## src/pkw_pkg.sv

```systemverilog
// shared constants, carrier types and the pin synchroniser of the configurable port block
`timescale 1ns/1ps
package pkw_pkg;
  localparam int PKW_PORTS = 3;
  localparam int PKW_W = 8;
  typedef logic [PKW_PORTS-1:0][PKW_W-1:0] pkw_port_t;
  // pull stages of every pin, one bit per pin per stage
  typedef struct packed {
    pkw_port_t pd;
    pkw_port_t spu;
    pkw_port_t wpu;
    pkw_port_t vwpu;
  } pkw_drv_t;
  typedef struct packed {
    logic pd;
    logic spu;
    logic wpu;
    logic vwpu;
  } pkw_stage_t;
  // driver mode as {pin_mode_bit_a, pin_mode_bit_b}
  localparam logic [1:0] PKW_MODE_QUASI = 2'h0;
  localparam logic [1:0] PKW_MODE_PUSH = 2'h1;
  localparam logic [1:0] PKW_MODE_INPUT = 2'h2;
  localparam logic [1:0] PKW_MODE_OD = 2'h3;
  // register offsets on the plain register port
  localparam logic [3:0] PKW_OFS_LATCH0 = 4'h0;
  localparam logic [3:0] PKW_OFS_LATCH1 = 4'h1;
  localparam logic [3:0] PKW_OFS_LATCH2 = 4'h2;
  localparam logic [3:0] PKW_OFS_MODEA0 = 4'h3;
  localparam logic [3:0] PKW_OFS_MODEA1 = 4'h4;
  localparam logic [3:0] PKW_OFS_MODEA2 = 4'h5;
  localparam logic [3:0] PKW_OFS_MODEB0 = 4'h6;
  localparam logic [3:0] PKW_OFS_MODEB1 = 4'h7;
  localparam logic [3:0] PKW_OFS_MODEB2 = 4'h8;
  localparam logic [3:0] PKW_OFS_KPD_EN = 4'h9;
  localparam logic [3:0] PKW_OFS_AUX = 4'ha;
  localparam logic [3:0] PKW_OFS_STAT = 4'hb;
  localparam logic [3:0] PKW_OFS_MASK = 4'hc;
  localparam logic [3:0] PKW_OFS_PIN0 = 4'hd;
  localparam logic [3:0] PKW_OFS_PIN1 = 4'he;
  localparam logic [3:0] PKW_OFS_PIN2 = 4'hf;
  // field positions
  localparam int PKW_P2MA_SCHMITT_LSB = 2;
  localparam int PKW_P2MA_T0_TOG = 5;
  localparam int PKW_P2MA_T1_TOG = 6;
  localparam int PKW_P2MA_CLKOUT = 7;
  localparam int PKW_AUX_KPD_FLAG = 1;
  localparam int PKW_STAT_KPD = 0;
  // special pins
  localparam int PKW_PORT1 = 1;
  localparam int PKW_PORT2 = 2;
  localparam int PKW_PIN_OD_A = 2;
  localparam int PKW_PIN_OD_B = 3;
  localparam int PKW_PIN_RST = 5;
  localparam int PKW_PIN_OSC_OUT = 0;
  localparam int PKW_PIN_OSC_IN = 1;
  localparam int PKW_P2_PINS = 2;
  // reset values and timing
  localparam logic [7:0] PKW_RST_MODE = 8'h00;
  localparam logic [7:0] PKW_RST_KPD_EN = 8'h00;
  localparam logic [7:0] PKW_RST_MASK = 8'h00;
  localparam int PKW_SPU_CPU_CLOCKS = 2;
  localparam logic [1:0] PKW_SPU_CYCLES = 2'(PKW_SPU_CPU_CLOCKS);

  // pull stages of one pin from its mode, latch, strong-pulse state and pin level
  function automatic pkw_stage_t pkw_pin_drive(input logic [1:0] mode, input logic latch,
                                               input logic pulse, input logic pin_hi);
    pkw_stage_t s;
    s = '0;
    case (mode)
      PKW_MODE_QUASI: begin
        s.vwpu = latch;
        s.wpu = latch & pin_hi;
        s.spu = latch & pulse;
        s.pd = ~latch;
      end
      PKW_MODE_PUSH: begin
        s.spu = latch;
        s.pd = ~latch;
      end
      PKW_MODE_OD: begin
        s.pd = ~latch;
      end
      default: begin
        s = '0;
      end
    endcase
    return s;
  endfunction : pkw_pin_drive
endpackage : pkw_pkg

// two-flop synchroniser for the pin levels
module pkw_sync
  import pkw_pkg::*;
#(
  parameter int W = 24
) (
  input wire logic CLK,
  input wire logic NRST,
  input wire logic [W-1:0] d,
  output logic [W-1:0] q
);
  typedef struct packed {
    logic [W-1:0] s1;
    logic [W-1:0] s2;
  } pkw_sync_st_t;
  pkw_sync_st_t st_r;
  pkw_sync_st_t st_nxt;

  // first stage feeds only the second
  always_comb begin
    st_nxt.s1 = d;
    st_nxt.s2 = st_r.s1;
  end

  always_ff @(posedge CLK or negedge NRST) begin
    if (!NRST) begin
      st_r <= '0;
    end else begin
      st_r <= st_nxt;
    end
  end

  assign q = st_r.s2;
endmodule : pkw_sync

```

## src/pkw_port.sv

```systemverilog
// configurable port pin drivers with keypad wake-up interrupt
// Function
// - two mode bits per pin pick quasi, push-pull, input-only or open-drain driver
// - every configurable pin resets to quasi-bidirectional mode
// - quasi mode: very weak pull-up on whenever latch holds one
// - quasi mode: weak pull-up on only while latch and pin both read one
// - quasi mode: latch rising turns strong pull-up on for exactly two clocks
// - quasi mode: latch zero drives pin low through pull-down
// - open-drain: no pull-ups, pull-down only while latch holds zero
// - push-pull: strong pull-up while latch one, same pull-down while zero
// - port-one pins two and three are always open-drain whatever the mode bits
// - port-one pin five is Schmitt input only, enabled only with internal reset
// - crystal option disables input and output of both oscillator pins
// - after reset latches take the reset-level strap; high pins stay quasi
// - one Schmitt select bit per port; three fixed pins always Schmitt
// - spare port-two mode-a bits hold Schmitt, timer toggle and clock-out enables
// - one enable bit per port-zero pin for the keypad function
// - enabled port-zero pin low sets keypad flag and requests interrupt
// - keypad flag stays set until software writes zero to it
// - keypad event must wake the CPU from idle and power down; here KPD_WAKE is registered on CLK and needs CLK running
//
// The implementer's own choices: the plain strobed port and the register offsets.
`timescale 1ns/1ps
module pkw_port
  import pkw_pkg::*;
(
  input wire logic CLK,
  input wire logic NRST,
  input wire logic [3:0] ADDR,
  input wire logic [7:0] WDATA,
  input wire logic WR,
  input wire logic RD,
  output logic [7:0] RDATA,
  input wire pkw_port_t PIN_IN,
  input wire logic CFG_RESET_HIGH,
  input wire logic CFG_INT_RESET,
  input wire logic CFG_XTAL,
  output pkw_drv_t PIN_DRV,
  output pkw_port_t PIN_IEN,
  output pkw_port_t PIN_SCHMITT,
  output logic T0_TOGGLE_EN,
  output logic T1_TOGGLE_EN,
  output logic CLOCK_OUTPUT_ENABLE,
  output logic IRQ,
  output logic KPD_WAKE
);
  typedef struct packed {
    logic init_done;
    pkw_port_t latch;
    pkw_port_t mode_a;
    pkw_port_t mode_b;
    logic [PKW_PORTS-1:0][PKW_W-1:0][1:0] spu_cnt;
    logic [7:0] kpd_en;
    logic kpd_flag;
    logic [7:0] stat;
    logic [7:0] mask;
    logic [7:0] rdata;
    pkw_drv_t drv;
    pkw_port_t ien;
    pkw_port_t schm;
    logic irq;
    logic wake;
  } pkw_st_t;

  pkw_st_t st_r;
  pkw_st_t st_nxt;
  pkw_port_t pin_s;
  logic kpd_hit;

  // pin levels are asynchronous to CLK
  pkw_sync #(
    .W(PKW_PORTS * PKW_W)
  ) u_sync (
    .CLK(CLK),
    .NRST(NRST),
    .d(PIN_IN),
    .q(pin_s)
  );

  // mode of one pin after the fixed-function overrides
  function automatic logic [1:0] eff_mode(input pkw_st_t s, input int p, input int b);
    logic [1:0] m;
    m = {s.mode_a[p][b], s.mode_b[p][b]};
    if (p == PKW_PORT1 && (b == PKW_PIN_OD_A || b == PKW_PIN_OD_B)) begin
      m = PKW_MODE_OD;
    end else if (p == PKW_PORT1 && b == PKW_PIN_RST) begin
      m = PKW_MODE_INPUT;
    end
    return m;
  endfunction : eff_mode

  // whether a pin exists and has its paths enabled
  function automatic logic pin_live(input int p, input int b, input logic xtal,
                                    input logic int_rst);
    logic live;
    live = 1'b1;
    if (p == PKW_PORT2 && b >= PKW_P2_PINS) begin
      live = 1'b0;
    end else if (p == PKW_PORT2 && (b == PKW_PIN_OSC_OUT || b == PKW_PIN_OSC_IN)) begin
      live = ~xtal;
    end else if (p == PKW_PORT1 && b == PKW_PIN_RST) begin
      live = int_rst;
    end
    return live;
  endfunction : pin_live

  // any enabled keypad pin pulled low, seen through the synchroniser
  assign kpd_hit = |(st_r.kpd_en & ~pin_s[0]);

  // next state: register writes, strap load, pulse counters, keypad, outputs
  always_comb begin
    pkw_stage_t stg;
    logic live;
    stg = '0;
    live = 1'b0;
    st_nxt = st_r;
    st_nxt.rdata = 8'h00;
    // register writes
    if (WR) begin
      case (ADDR)
        PKW_OFS_LATCH0: st_nxt.latch[0] = WDATA;
        PKW_OFS_LATCH1: st_nxt.latch[1] = WDATA;
        PKW_OFS_LATCH2: st_nxt.latch[2] = WDATA;
        PKW_OFS_MODEA0: st_nxt.mode_a[0] = WDATA;
        PKW_OFS_MODEA1: st_nxt.mode_a[1] = WDATA;
        PKW_OFS_MODEA2: st_nxt.mode_a[2] = WDATA;
        PKW_OFS_MODEB0: st_nxt.mode_b[0] = WDATA;
        PKW_OFS_MODEB1: st_nxt.mode_b[1] = WDATA;
        PKW_OFS_MODEB2: st_nxt.mode_b[2] = WDATA;
        PKW_OFS_KPD_EN: st_nxt.kpd_en = WDATA;
        PKW_OFS_AUX: begin
          if (!WDATA[PKW_AUX_KPD_FLAG]) begin
            st_nxt.kpd_flag = 1'b0;
          end
        end
        PKW_OFS_STAT: st_nxt.stat = st_r.stat & ~WDATA;
        PKW_OFS_MASK: st_nxt.mask = WDATA;
        default: begin
          st_nxt.rdata = 8'h00;
        end
      endcase
    end
    // strap is caught on the first clock after reset release, not by the reset
    if (!st_r.init_done) begin
      st_nxt.init_done = 1'b1;
      st_nxt.latch = {(PKW_PORTS * PKW_W){CFG_RESET_HIGH}};
    end
    // set wins over a clear in the same cycle
    if (kpd_hit) begin
      st_nxt.kpd_flag = 1'b1;
      st_nxt.stat[PKW_STAT_KPD] = 1'b1;
    end
    // strong pull-up pulse per pin, restarted on every latch rise
    for (int p = 0; p < PKW_PORTS; p++) begin
      for (int b = 0; b < PKW_W; b++) begin
        if (!st_r.latch[p][b] && st_nxt.latch[p][b]) begin
          st_nxt.spu_cnt[p][b] = PKW_SPU_CYCLES;
        end else if (st_r.spu_cnt[p][b] != 2'h0) begin
          st_nxt.spu_cnt[p][b] = st_r.spu_cnt[p][b] - 2'h1;
        end
      end
    end
    // pin outputs follow the next latch and mode so they line up with the registers
    for (int p = 0; p < PKW_PORTS; p++) begin
      for (int b = 0; b < PKW_W; b++) begin
        live = pin_live(p, b, CFG_XTAL, CFG_INT_RESET);
        stg = pkw_pin_drive(eff_mode(st_nxt, p, b), st_nxt.latch[p][b],
                            st_nxt.spu_cnt[p][b] != 2'h0, pin_s[p][b]);
        if (!live) begin
          stg = '0;
        end
        st_nxt.drv.pd[p][b] = stg.pd;
        st_nxt.drv.spu[p][b] = stg.spu;
        st_nxt.drv.wpu[p][b] = stg.wpu;
        st_nxt.drv.vwpu[p][b] = stg.vwpu;
        st_nxt.ien[p][b] = live;
        st_nxt.schm[p][b] = st_nxt.mode_a[PKW_PORT2][PKW_P2MA_SCHMITT_LSB + p];
        if (p == PKW_PORT1 && (b == PKW_PIN_OD_A || b == PKW_PIN_OD_B || b == PKW_PIN_RST)) begin
          st_nxt.schm[p][b] = 1'b1;
        end
      end
    end
    // level interrupt and wake request; the wake flop needs CLK running
    st_nxt.irq = |(st_nxt.stat & st_nxt.mask);
    st_nxt.wake = st_nxt.kpd_flag & st_nxt.mask[PKW_STAT_KPD];
    // read data stand in the cycle after the strobe only
    if (RD) begin
      case (ADDR)
        PKW_OFS_LATCH0: st_nxt.rdata = st_r.latch[0];
        PKW_OFS_LATCH1: st_nxt.rdata = st_r.latch[1];
        PKW_OFS_LATCH2: st_nxt.rdata = st_r.latch[2];
        PKW_OFS_MODEA0: st_nxt.rdata = st_r.mode_a[0];
        PKW_OFS_MODEA1: st_nxt.rdata = st_r.mode_a[1];
        PKW_OFS_MODEA2: st_nxt.rdata = st_r.mode_a[2];
        PKW_OFS_MODEB0: st_nxt.rdata = st_r.mode_b[0];
        PKW_OFS_MODEB1: st_nxt.rdata = st_r.mode_b[1];
        PKW_OFS_MODEB2: st_nxt.rdata = st_r.mode_b[2];
        PKW_OFS_KPD_EN: st_nxt.rdata = st_r.kpd_en;
        PKW_OFS_AUX: st_nxt.rdata = 8'(st_r.kpd_flag) << PKW_AUX_KPD_FLAG;
        PKW_OFS_STAT: st_nxt.rdata = st_r.stat;
        PKW_OFS_MASK: st_nxt.rdata = st_r.mask;
        PKW_OFS_PIN0: st_nxt.rdata = pin_s[0] & st_r.ien[0];
        PKW_OFS_PIN1: st_nxt.rdata = pin_s[1] & st_r.ien[1];
        PKW_OFS_PIN2: st_nxt.rdata = pin_s[2] & st_r.ien[2];
        default: st_nxt.rdata = 8'h00;
      endcase
    end
  end

  // state register; modes reset to quasi, latches low until the strap load
  always_ff @(posedge CLK or negedge NRST) begin
    if (!NRST) begin
      st_r <= '0;
      st_r.mode_a <= {PKW_PORTS{PKW_RST_MODE}};
      st_r.mode_b <= {PKW_PORTS{PKW_RST_MODE}};
      st_r.kpd_en <= PKW_RST_KPD_EN;
      st_r.mask <= PKW_RST_MASK;
    end else begin
      st_r <= st_nxt;
    end
  end

  assign RDATA = st_r.rdata;
  assign PIN_DRV = st_r.drv;
  assign PIN_IEN = st_r.ien;
  assign PIN_SCHMITT = st_r.schm;
  assign T0_TOGGLE_EN = st_r.mode_a[PKW_PORT2][PKW_P2MA_T0_TOG];
  assign T1_TOGGLE_EN = st_r.mode_a[PKW_PORT2][PKW_P2MA_T1_TOG];
  assign CLOCK_OUTPUT_ENABLE = st_r.mode_a[PKW_PORT2][PKW_P2MA_CLKOUT];
  assign IRQ = st_r.irq;
  assign KPD_WAKE = st_r.wake;

  // strong pull-up on port-zero pin zero lasts two cycles after a quasi latch rise
  property p_spu_pulse;
    @(posedge CLK) disable iff (!NRST)
      ($rose(st_r.latch[0][0]) && st_r.mode_a[0][0] == 1'b0 && st_r.mode_b[0][0] == 1'b0)
        |-> PIN_DRV.spu[0][0] ##1 (PIN_DRV.spu[0][0] || !st_r.latch[0][0]);
  endproperty
  a_spu_pulse: assert property (p_spu_pulse) else $error("strong pull-up pulse too short");

  property p_spu_end;
    @(posedge CLK) disable iff (!NRST)
      ($rose(st_r.latch[0][0]) && {st_r.mode_a[0][0], st_r.mode_b[0][0]} == PKW_MODE_QUASI)
        ##1 (st_r.latch[0][0] && $stable({st_r.mode_a[0][0], st_r.mode_b[0][0]}))
        ##1 (st_r.latch[0][0] && $stable({st_r.mode_a[0][0], st_r.mode_b[0][0]}))
        |-> !PIN_DRV.spu[0][0];
  endproperty
  a_spu_end: assert property (p_spu_end) else $error("strong pull-up pulse too long");

  // outputs still hold their reset zeros at the first edge after release, hence the past check
  property p_vwpu;
    @(posedge CLK) disable iff (!NRST)
      ($past(NRST) && {st_r.mode_a[0][1], st_r.mode_b[0][1]} == PKW_MODE_QUASI)
        |-> (PIN_DRV.vwpu[0][1] == st_r.latch[0][1] && PIN_DRV.pd[0][1] == !st_r.latch[0][1]);
  endproperty
  a_vwpu: assert property (p_vwpu) else $error("quasi very weak pull-up or pull-down wrong");

  // weak pull-up is registered from the synchronised level seen one edge earlier
  property p_wpu_off;
    @(posedge CLK) disable iff (!NRST)
      ({st_r.mode_a[0][2], st_r.mode_b[0][2]} == PKW_MODE_QUASI)
        |-> (PIN_DRV.wpu[0][2] == (st_r.latch[0][2] && $past(pin_s[0][2])));
  endproperty
  a_wpu_off: assert property (p_wpu_off) else $error("weak pull-up on with pin low");

  property p_od;
    @(posedge CLK) disable iff (!NRST)
      ({st_r.mode_a[0][3], st_r.mode_b[0][3]} == PKW_MODE_OD)
        |-> (!PIN_DRV.spu[0][3] && !PIN_DRV.wpu[0][3] && !PIN_DRV.vwpu[0][3]
             && PIN_DRV.pd[0][3] == !st_r.latch[0][3]);
  endproperty
  a_od: assert property (p_od) else $error("open-drain pin has a pull-up");

  property p_push;
    @(posedge CLK) disable iff (!NRST)
      ({st_r.mode_a[0][4], st_r.mode_b[0][4]} == PKW_MODE_PUSH)
        |-> (PIN_DRV.spu[0][4] == st_r.latch[0][4] && PIN_DRV.pd[0][4] == !st_r.latch[0][4]);
  endproperty
  a_push: assert property (p_push) else $error("push-pull drive wrong");

  property p_fixed_od;
    @(posedge CLK) disable iff (!NRST)
      $past(NRST) |-> (PIN_DRV.spu[PKW_PORT1][PKW_PIN_OD_A] == 1'b0
                && PIN_DRV.wpu[PKW_PORT1][PKW_PIN_OD_B] == 1'b0
                && PIN_DRV.pd[PKW_PORT1][PKW_PIN_OD_A] == !st_r.latch[PKW_PORT1][PKW_PIN_OD_A]
                && PIN_DRV.pd[PKW_PORT1][PKW_PIN_RST] == 1'b0);
  endproperty
  a_fixed_od: assert property (p_fixed_od) else $error("fixed pin driven wrongly");

  property p_xtal;
    @(posedge CLK) disable iff (!NRST)
      (CFG_XTAL && $past(CFG_XTAL)) |-> (PIN_IEN[PKW_PORT2][1:0] == 2'h0
                                         && PIN_DRV.pd[PKW_PORT2][1:0] == 2'h0);
  endproperty
  a_xtal: assert property (p_xtal) else $error("oscillator pins not disabled");

  property p_kpd_set;
    @(posedge CLK) disable iff (!NRST)
      (kpd_hit) |=> (st_r.kpd_flag && st_r.stat[PKW_STAT_KPD]) ##1 IRQ == st_r.mask[PKW_STAT_KPD];
  endproperty
  a_kpd_set: assert property (p_kpd_set) else $error("keypad hit did not set flag");

  property p_kpd_hold;
    @(posedge CLK) disable iff (!NRST)
      (st_r.kpd_flag && !(WR && ADDR == PKW_OFS_AUX && !WDATA[PKW_AUX_KPD_FLAG]))
        |=> st_r.kpd_flag;
  endproperty
  a_kpd_hold: assert property (p_kpd_hold) else $error("keypad flag cleared by hardware");

  property p_strap;
    @(posedge CLK) disable iff (!NRST)
      (!st_r.init_done) |=> (st_r.latch == {(PKW_PORTS * PKW_W){$past(CFG_RESET_HIGH)}});
  endproperty
  a_strap: assert property (p_strap) else $error("latches not loaded from reset strap");

  // the request line is a plain function of the sticky status and its mask
  property p_irq_level;
    @(posedge CLK) disable iff (!NRST)
      1'b1 |-> (IRQ == |(st_r.stat & st_r.mask));
  endproperty
  a_irq_level: assert property (p_irq_level) else $error("interrupt level wrong");

  // wake request follows the keypad flag while its mask bit is set
  property p_wake;
    @(posedge CLK) disable iff (!NRST)
      1'b1 |-> (KPD_WAKE == (st_r.kpd_flag && st_r.mask[PKW_STAT_KPD]));
  endproperty
  a_wake: assert property (p_wake) else $error("wake request wrong");

  // the three fixed pins keep Schmitt inputs whatever the port select says
  property p_fixed_schmitt;
    @(posedge CLK) disable iff (!NRST)
      $past(NRST) |-> (PIN_SCHMITT[PKW_PORT1][PKW_PIN_OD_A]
                       && PIN_SCHMITT[PKW_PORT1][PKW_PIN_OD_B]
                       && PIN_SCHMITT[PKW_PORT1][PKW_PIN_RST]);
  endproperty
  a_fixed_schmitt: assert property (p_fixed_schmitt) else $error("fixed pin not Schmitt");

  // with the external reset in use the shared pin has no input path and no drive
  property p_rst_pin;
    @(posedge CLK) disable iff (!NRST)
      (!CFG_INT_RESET && !$past(CFG_INT_RESET))
        |-> (!PIN_IEN[PKW_PORT1][PKW_PIN_RST] && !PIN_DRV.pd[PKW_PORT1][PKW_PIN_RST]);
  endproperty
  a_rst_pin: assert property (p_rst_pin) else $error("reset pin input not disabled");

  // a pin left out of the keypad enable can never raise the flag
  property p_kpd_quiet;
    @(posedge CLK) disable iff (!NRST)
      (!st_r.kpd_flag && (st_r.kpd_en & ~pin_s[0]) == 8'h00) |=> !st_r.kpd_flag;
  endproperty
  a_kpd_quiet: assert property (p_kpd_quiet) else $error("keypad flag set without hit");
endmodule : pkw_port

```

## config.mk

```make
export PLATFORM = sky130hd
export DESIGN_NAME = pkw_port
export DESIGN_NICKNAME = d
export VERILOG_FILES = /design/src/pkw_pkg.sv /design/src/pkw_port.sv
export SDC_FILE = /design/constraint.sdc
export NUM_CORES = 1
export LEC_CHECK = 0
export BUFFER_PORTS_ARGS = -buffer_cell sky130_fd_sc_hd__buf_2
export CORE_MARGIN = 5
export CORE_UTILIZATION = 50
export CTS_CLUSTER_DIAMETER = 80
export DETAILED_ROUTE_END_ITERATION = 7
export HOLD_SLACK_MARGIN = 0.06
export PLACE_DENSITY_LB_ADDON = 0.2
export SETUP_SLACK_MARGIN = 0.1
export SYNTH_ARGS = -nofsm -noshare
export SYNTH_HDL_FRONTEND = slang
export SYNTH_SLANG_ARGS = --single-unit
```

## constraint.sdc

```tcl
create_clock -name CLK -period 4.1 [get_ports CLK]
set_clock_uncertainty 0.1 [all_clocks]
set_input_delay 0 -clock CLK [delete_from_list [all_inputs] [get_ports CLK]]
set_output_delay 0 -clock CLK [all_outputs]
set_load 0.02 [all_outputs]
```

==> impl_results.md <==
- P&R area growth vs syn: 13.12%
- Setup crit end: PIN_DRV[88]
- Synth area leader: dfrtp_1
- CP Buf/Inv Count: 3
- Startpoint type of the worst setup path: primary input
- Sw power: around 1900 uW
- Gate Count Post-Synth: 986
- WS Path Type: primary input to flop
- Die Wd: between 150 and 200 um
- WL/cell: 20.17 um
- Via count: roughly 7600
- Layout cell share with drive strength beyond 1: 0.2502
- Lkg Pwr: about 0.0060 uW
- Initial core utilization: 0.5120
- First DRT Iteration DRCs: between 600 and 700
- Die Span Y: around 160 um
- FF-to-FF Start: PIN_SCHMITT[13]
- Flop pwr share: 0.449
- I/O pin count: 200
- CP delay by family, top: buffers and inverters
- Max Fclk: between 300 and 400 MHz
- Hold Vio Cnt, Final: 0
- Largest net degree at the start of global routing: ~120
- Critical path arrival: a little over 3 ns
- Root buffer cell: clkbuf_16
- Crit share post-route: 0.6533
- TritonCTS clock tree: yes
- Global-route wire length before repair: between 40 and 50 mm
- DR vias/cell: between 5 and 6
- Vias in the first global route: around 7500
- Clk slew on worst S/H paths: 0.06 ns
- WL final: between 20 and 30 mm
- Commonest non-fill, non-tap cell in the layout: dfrtp_1
- RSZ-0062 raised after global routing: false
- Row cnt: 53
- MaxCap Viol Count: 0
- CTS-repair resized insts: 0
- Register bit total from synthesis: about 240
- Power density over the cells: 522.4 nW/um^2
- Ys flop type: dfrtp_1
- Max VDD drop: between 300 and 400 uV
- Asr flop ratio synth: 1.000
- CP max FO: 18
- Synth top area share: 0.5499
- Util after Layout: 0.5792
- Setup crit start: ADDR[0]
- Final min period: between 2 and 3 ns
- Worst-skew pair later-pin latency: 0.53 ns
- Int Power: 4495 uW
- Critical Path Max Stage Delay: 0.60 ns
- Relative slew slack: 0.2674
- Synth top area cells: dfrtp_1 55%, buf_4 11%, mux2_2 3.8%, mux2i_1 3.0%, a31oi_1 2.4%
- Seq/Total Area, Yosys: 0.5499
- Comb pwr share: 0.194
- Finished Cell Area: between 10000 and 15000 um^2
- EDFF count, synth: 0
- Worst path slowest cell: nand3b_1
- Mapped cell area: about 11000 um^2
- Endpoints failing setup: 0
- Status: complete, no violations
- Core area: 21150 um^2
- Critical path, cell by cell: dlygate4sd3_1, buf_2, nand3b_1, nor2_2, mux2_2, a211oi_1, dlygate4sd3_1
- PortBufs: between 150 and 200
- Worst hold margin: between 0.02 and 0.03 ns
- Synth Warn #: 0
- RePlAce Congestion: between 0.8 and 0.9
- H-tree depth: 1
- Clock power share: 0.357
- Switching power share of the total: 0.2977
- Final global-route overflow total: 0
- Largest buffer count on any clock path: 3
- Die ar.: 24700 um^2
- Transition time of the tightest slew-check pin: approximately 1.1 ns
- Antenna-violating nets left: 0
- Hpwl dp: 18.24 mm
- R2R Setup Slk: ~1.8 ns
- Reg2Reg Depth: 4
- CP most frequent cell: dlygate4sd3_1
- Layout Nets: roughly 1100
- Ant. Diodes: 0
- CTS sink cnt: about 240
- Total power: roughly 6400 uW
- Critical path depth: 7
- CTS Buf Count: 25
- CP required: roughly 4.5 ns
- Post-DP Area: approximately 11000 um^2
- Mapped Avg Cell Area: between 10 and 15 um^2
- Number of remaining DRC errors: 0
- Setup_tns: 0 ns
- Final Max Slew Viols: 0
- DR pass1 iterations: 5
- Reg2reg end: PIN_DRV[88]
- Crit end category: flop
- Antenna violations before repair: 0
- GRT Resource Usage Total: 0.2221
- Commonest non-fill, non-tap cells in the layout: 238 x dfrtp_1, 152 x buf_2, 57 x dlygate4sd3_1, 56 x inv_1
- Synth unique cells: between 60 and 70
- HP Class: primary input to async pin
[metal layers]
metal	track usage	wire length, um	vias to the layer above
li1	-	-	3388
met1	0.3130	11510	3797
met2	0.3533	13040	335
met3	0.04234	2249	54
met4	0.06637	830	0
met5	0	0	-
[through the flow]
step | cells | worst slack [ns]
after floorplan | 1025 | 2.207
after global placement | 1267 | 1.518
after detailed placement | 1267 | 1.492
after CTS | 1370 | 1.482
after global routing | 1370 | 1.280
final | 1370 | 1.421
[registers in the layout, indices dropped and copies added (netlist names), 2 cells and up]
| signal | count |
|---|---|
| PIN_DRV | 62 |
| PIN_IEN | 2 |
| PIN_SCHMITT | 2 |
| RDATA | 8 |
| st_r | 123 |
| u_sync.q | 18 |
| u_sync.st_nxt | 18 |
[logic make-up (layout without fill, tap and decap cells)]
group	count (synthesis)	after routing	share of synthesized area
AO/OA/AOI/OAI	215	215	0.1319
buffers and inverters	254	324	0.1458
flip-flops	238	238	0.5499
multiplexers	75	75	0.07590
other	2	41	0.0006934
AND/OR/NAND/NOR	202	202	0.09577
[power groups by stage]
stage               clock (uW)  sequential (uW)  combinational (uW)
finish                    2280             2870                1240
global route              2430             2910                1360
CTS                       2330             2870                1250
detailed placement           0             2910                1200
global placement             0             2900                1190
floorplan                    0             2860                1040
[cell type report]
class | instances | area, um^2
clock buffers | 33 | 715.7
clock inverters | 13 | 125.1
fillers | 1779 | 8902
inverters | 56 | 210.2
multi-input cells | 533 | 3452
flip-flops and latches | 238 | 5956
well taps | 275 | 344.1
repair buffers | 222 | 1449
[what timing repair did]
item / in CTS / in global routing
hold buffers: 57 / 0
buffers inserted: 0 / 0
endpoints found under the hold margin: 348 / 0
[Yosys cell counts, types with 4 or more instances]
cell type / count
nor3b_1: 4
a31oi_1: 41
nand2b_1: 13
a311o_1: 7
o22ai_1: 8
a22o_1: 5
mux2_2: 37
mux2_4: 5
nor3_1: 16
a221oi_1: 7
nand2_1: 45
a211oi_1: 4
clkbuf_1: 21
a22oi_1: 11
nor2_2: 6
buf_4: 158
inv_1: 56
o221a_2: 4
o21ai_1: 7
nand3_1: 29
dfrtp_1: 238
nor2b_1: 25
nor2_1: 42
a21o_1: 17
buf_2: 14
o21ai_0: 32
mux2i_1: 33
a21boi_0: 5
a21oi_1: 45
[worst min path at each step]
stage	from	endpoint	slack, ns	cells after the start
final	NRST	st_r[189]	0.03	2
after global routing	NRST	st_r[190]	0.12	2
after global placement	PIN_IN[5]	u_sync.st_nxt[5]	0.008	1
after floorplan	NRST	CLOCK_OUTPUT_ENABLE	-0.40	0
after CTS	NRST	PIN_IEN[13]	0.07	2
after detailed placement	PIN_IN[14]	u_sync.st_nxt[14]	0.009	1
No activity file was read; power rests on OpenSTA's default activity.
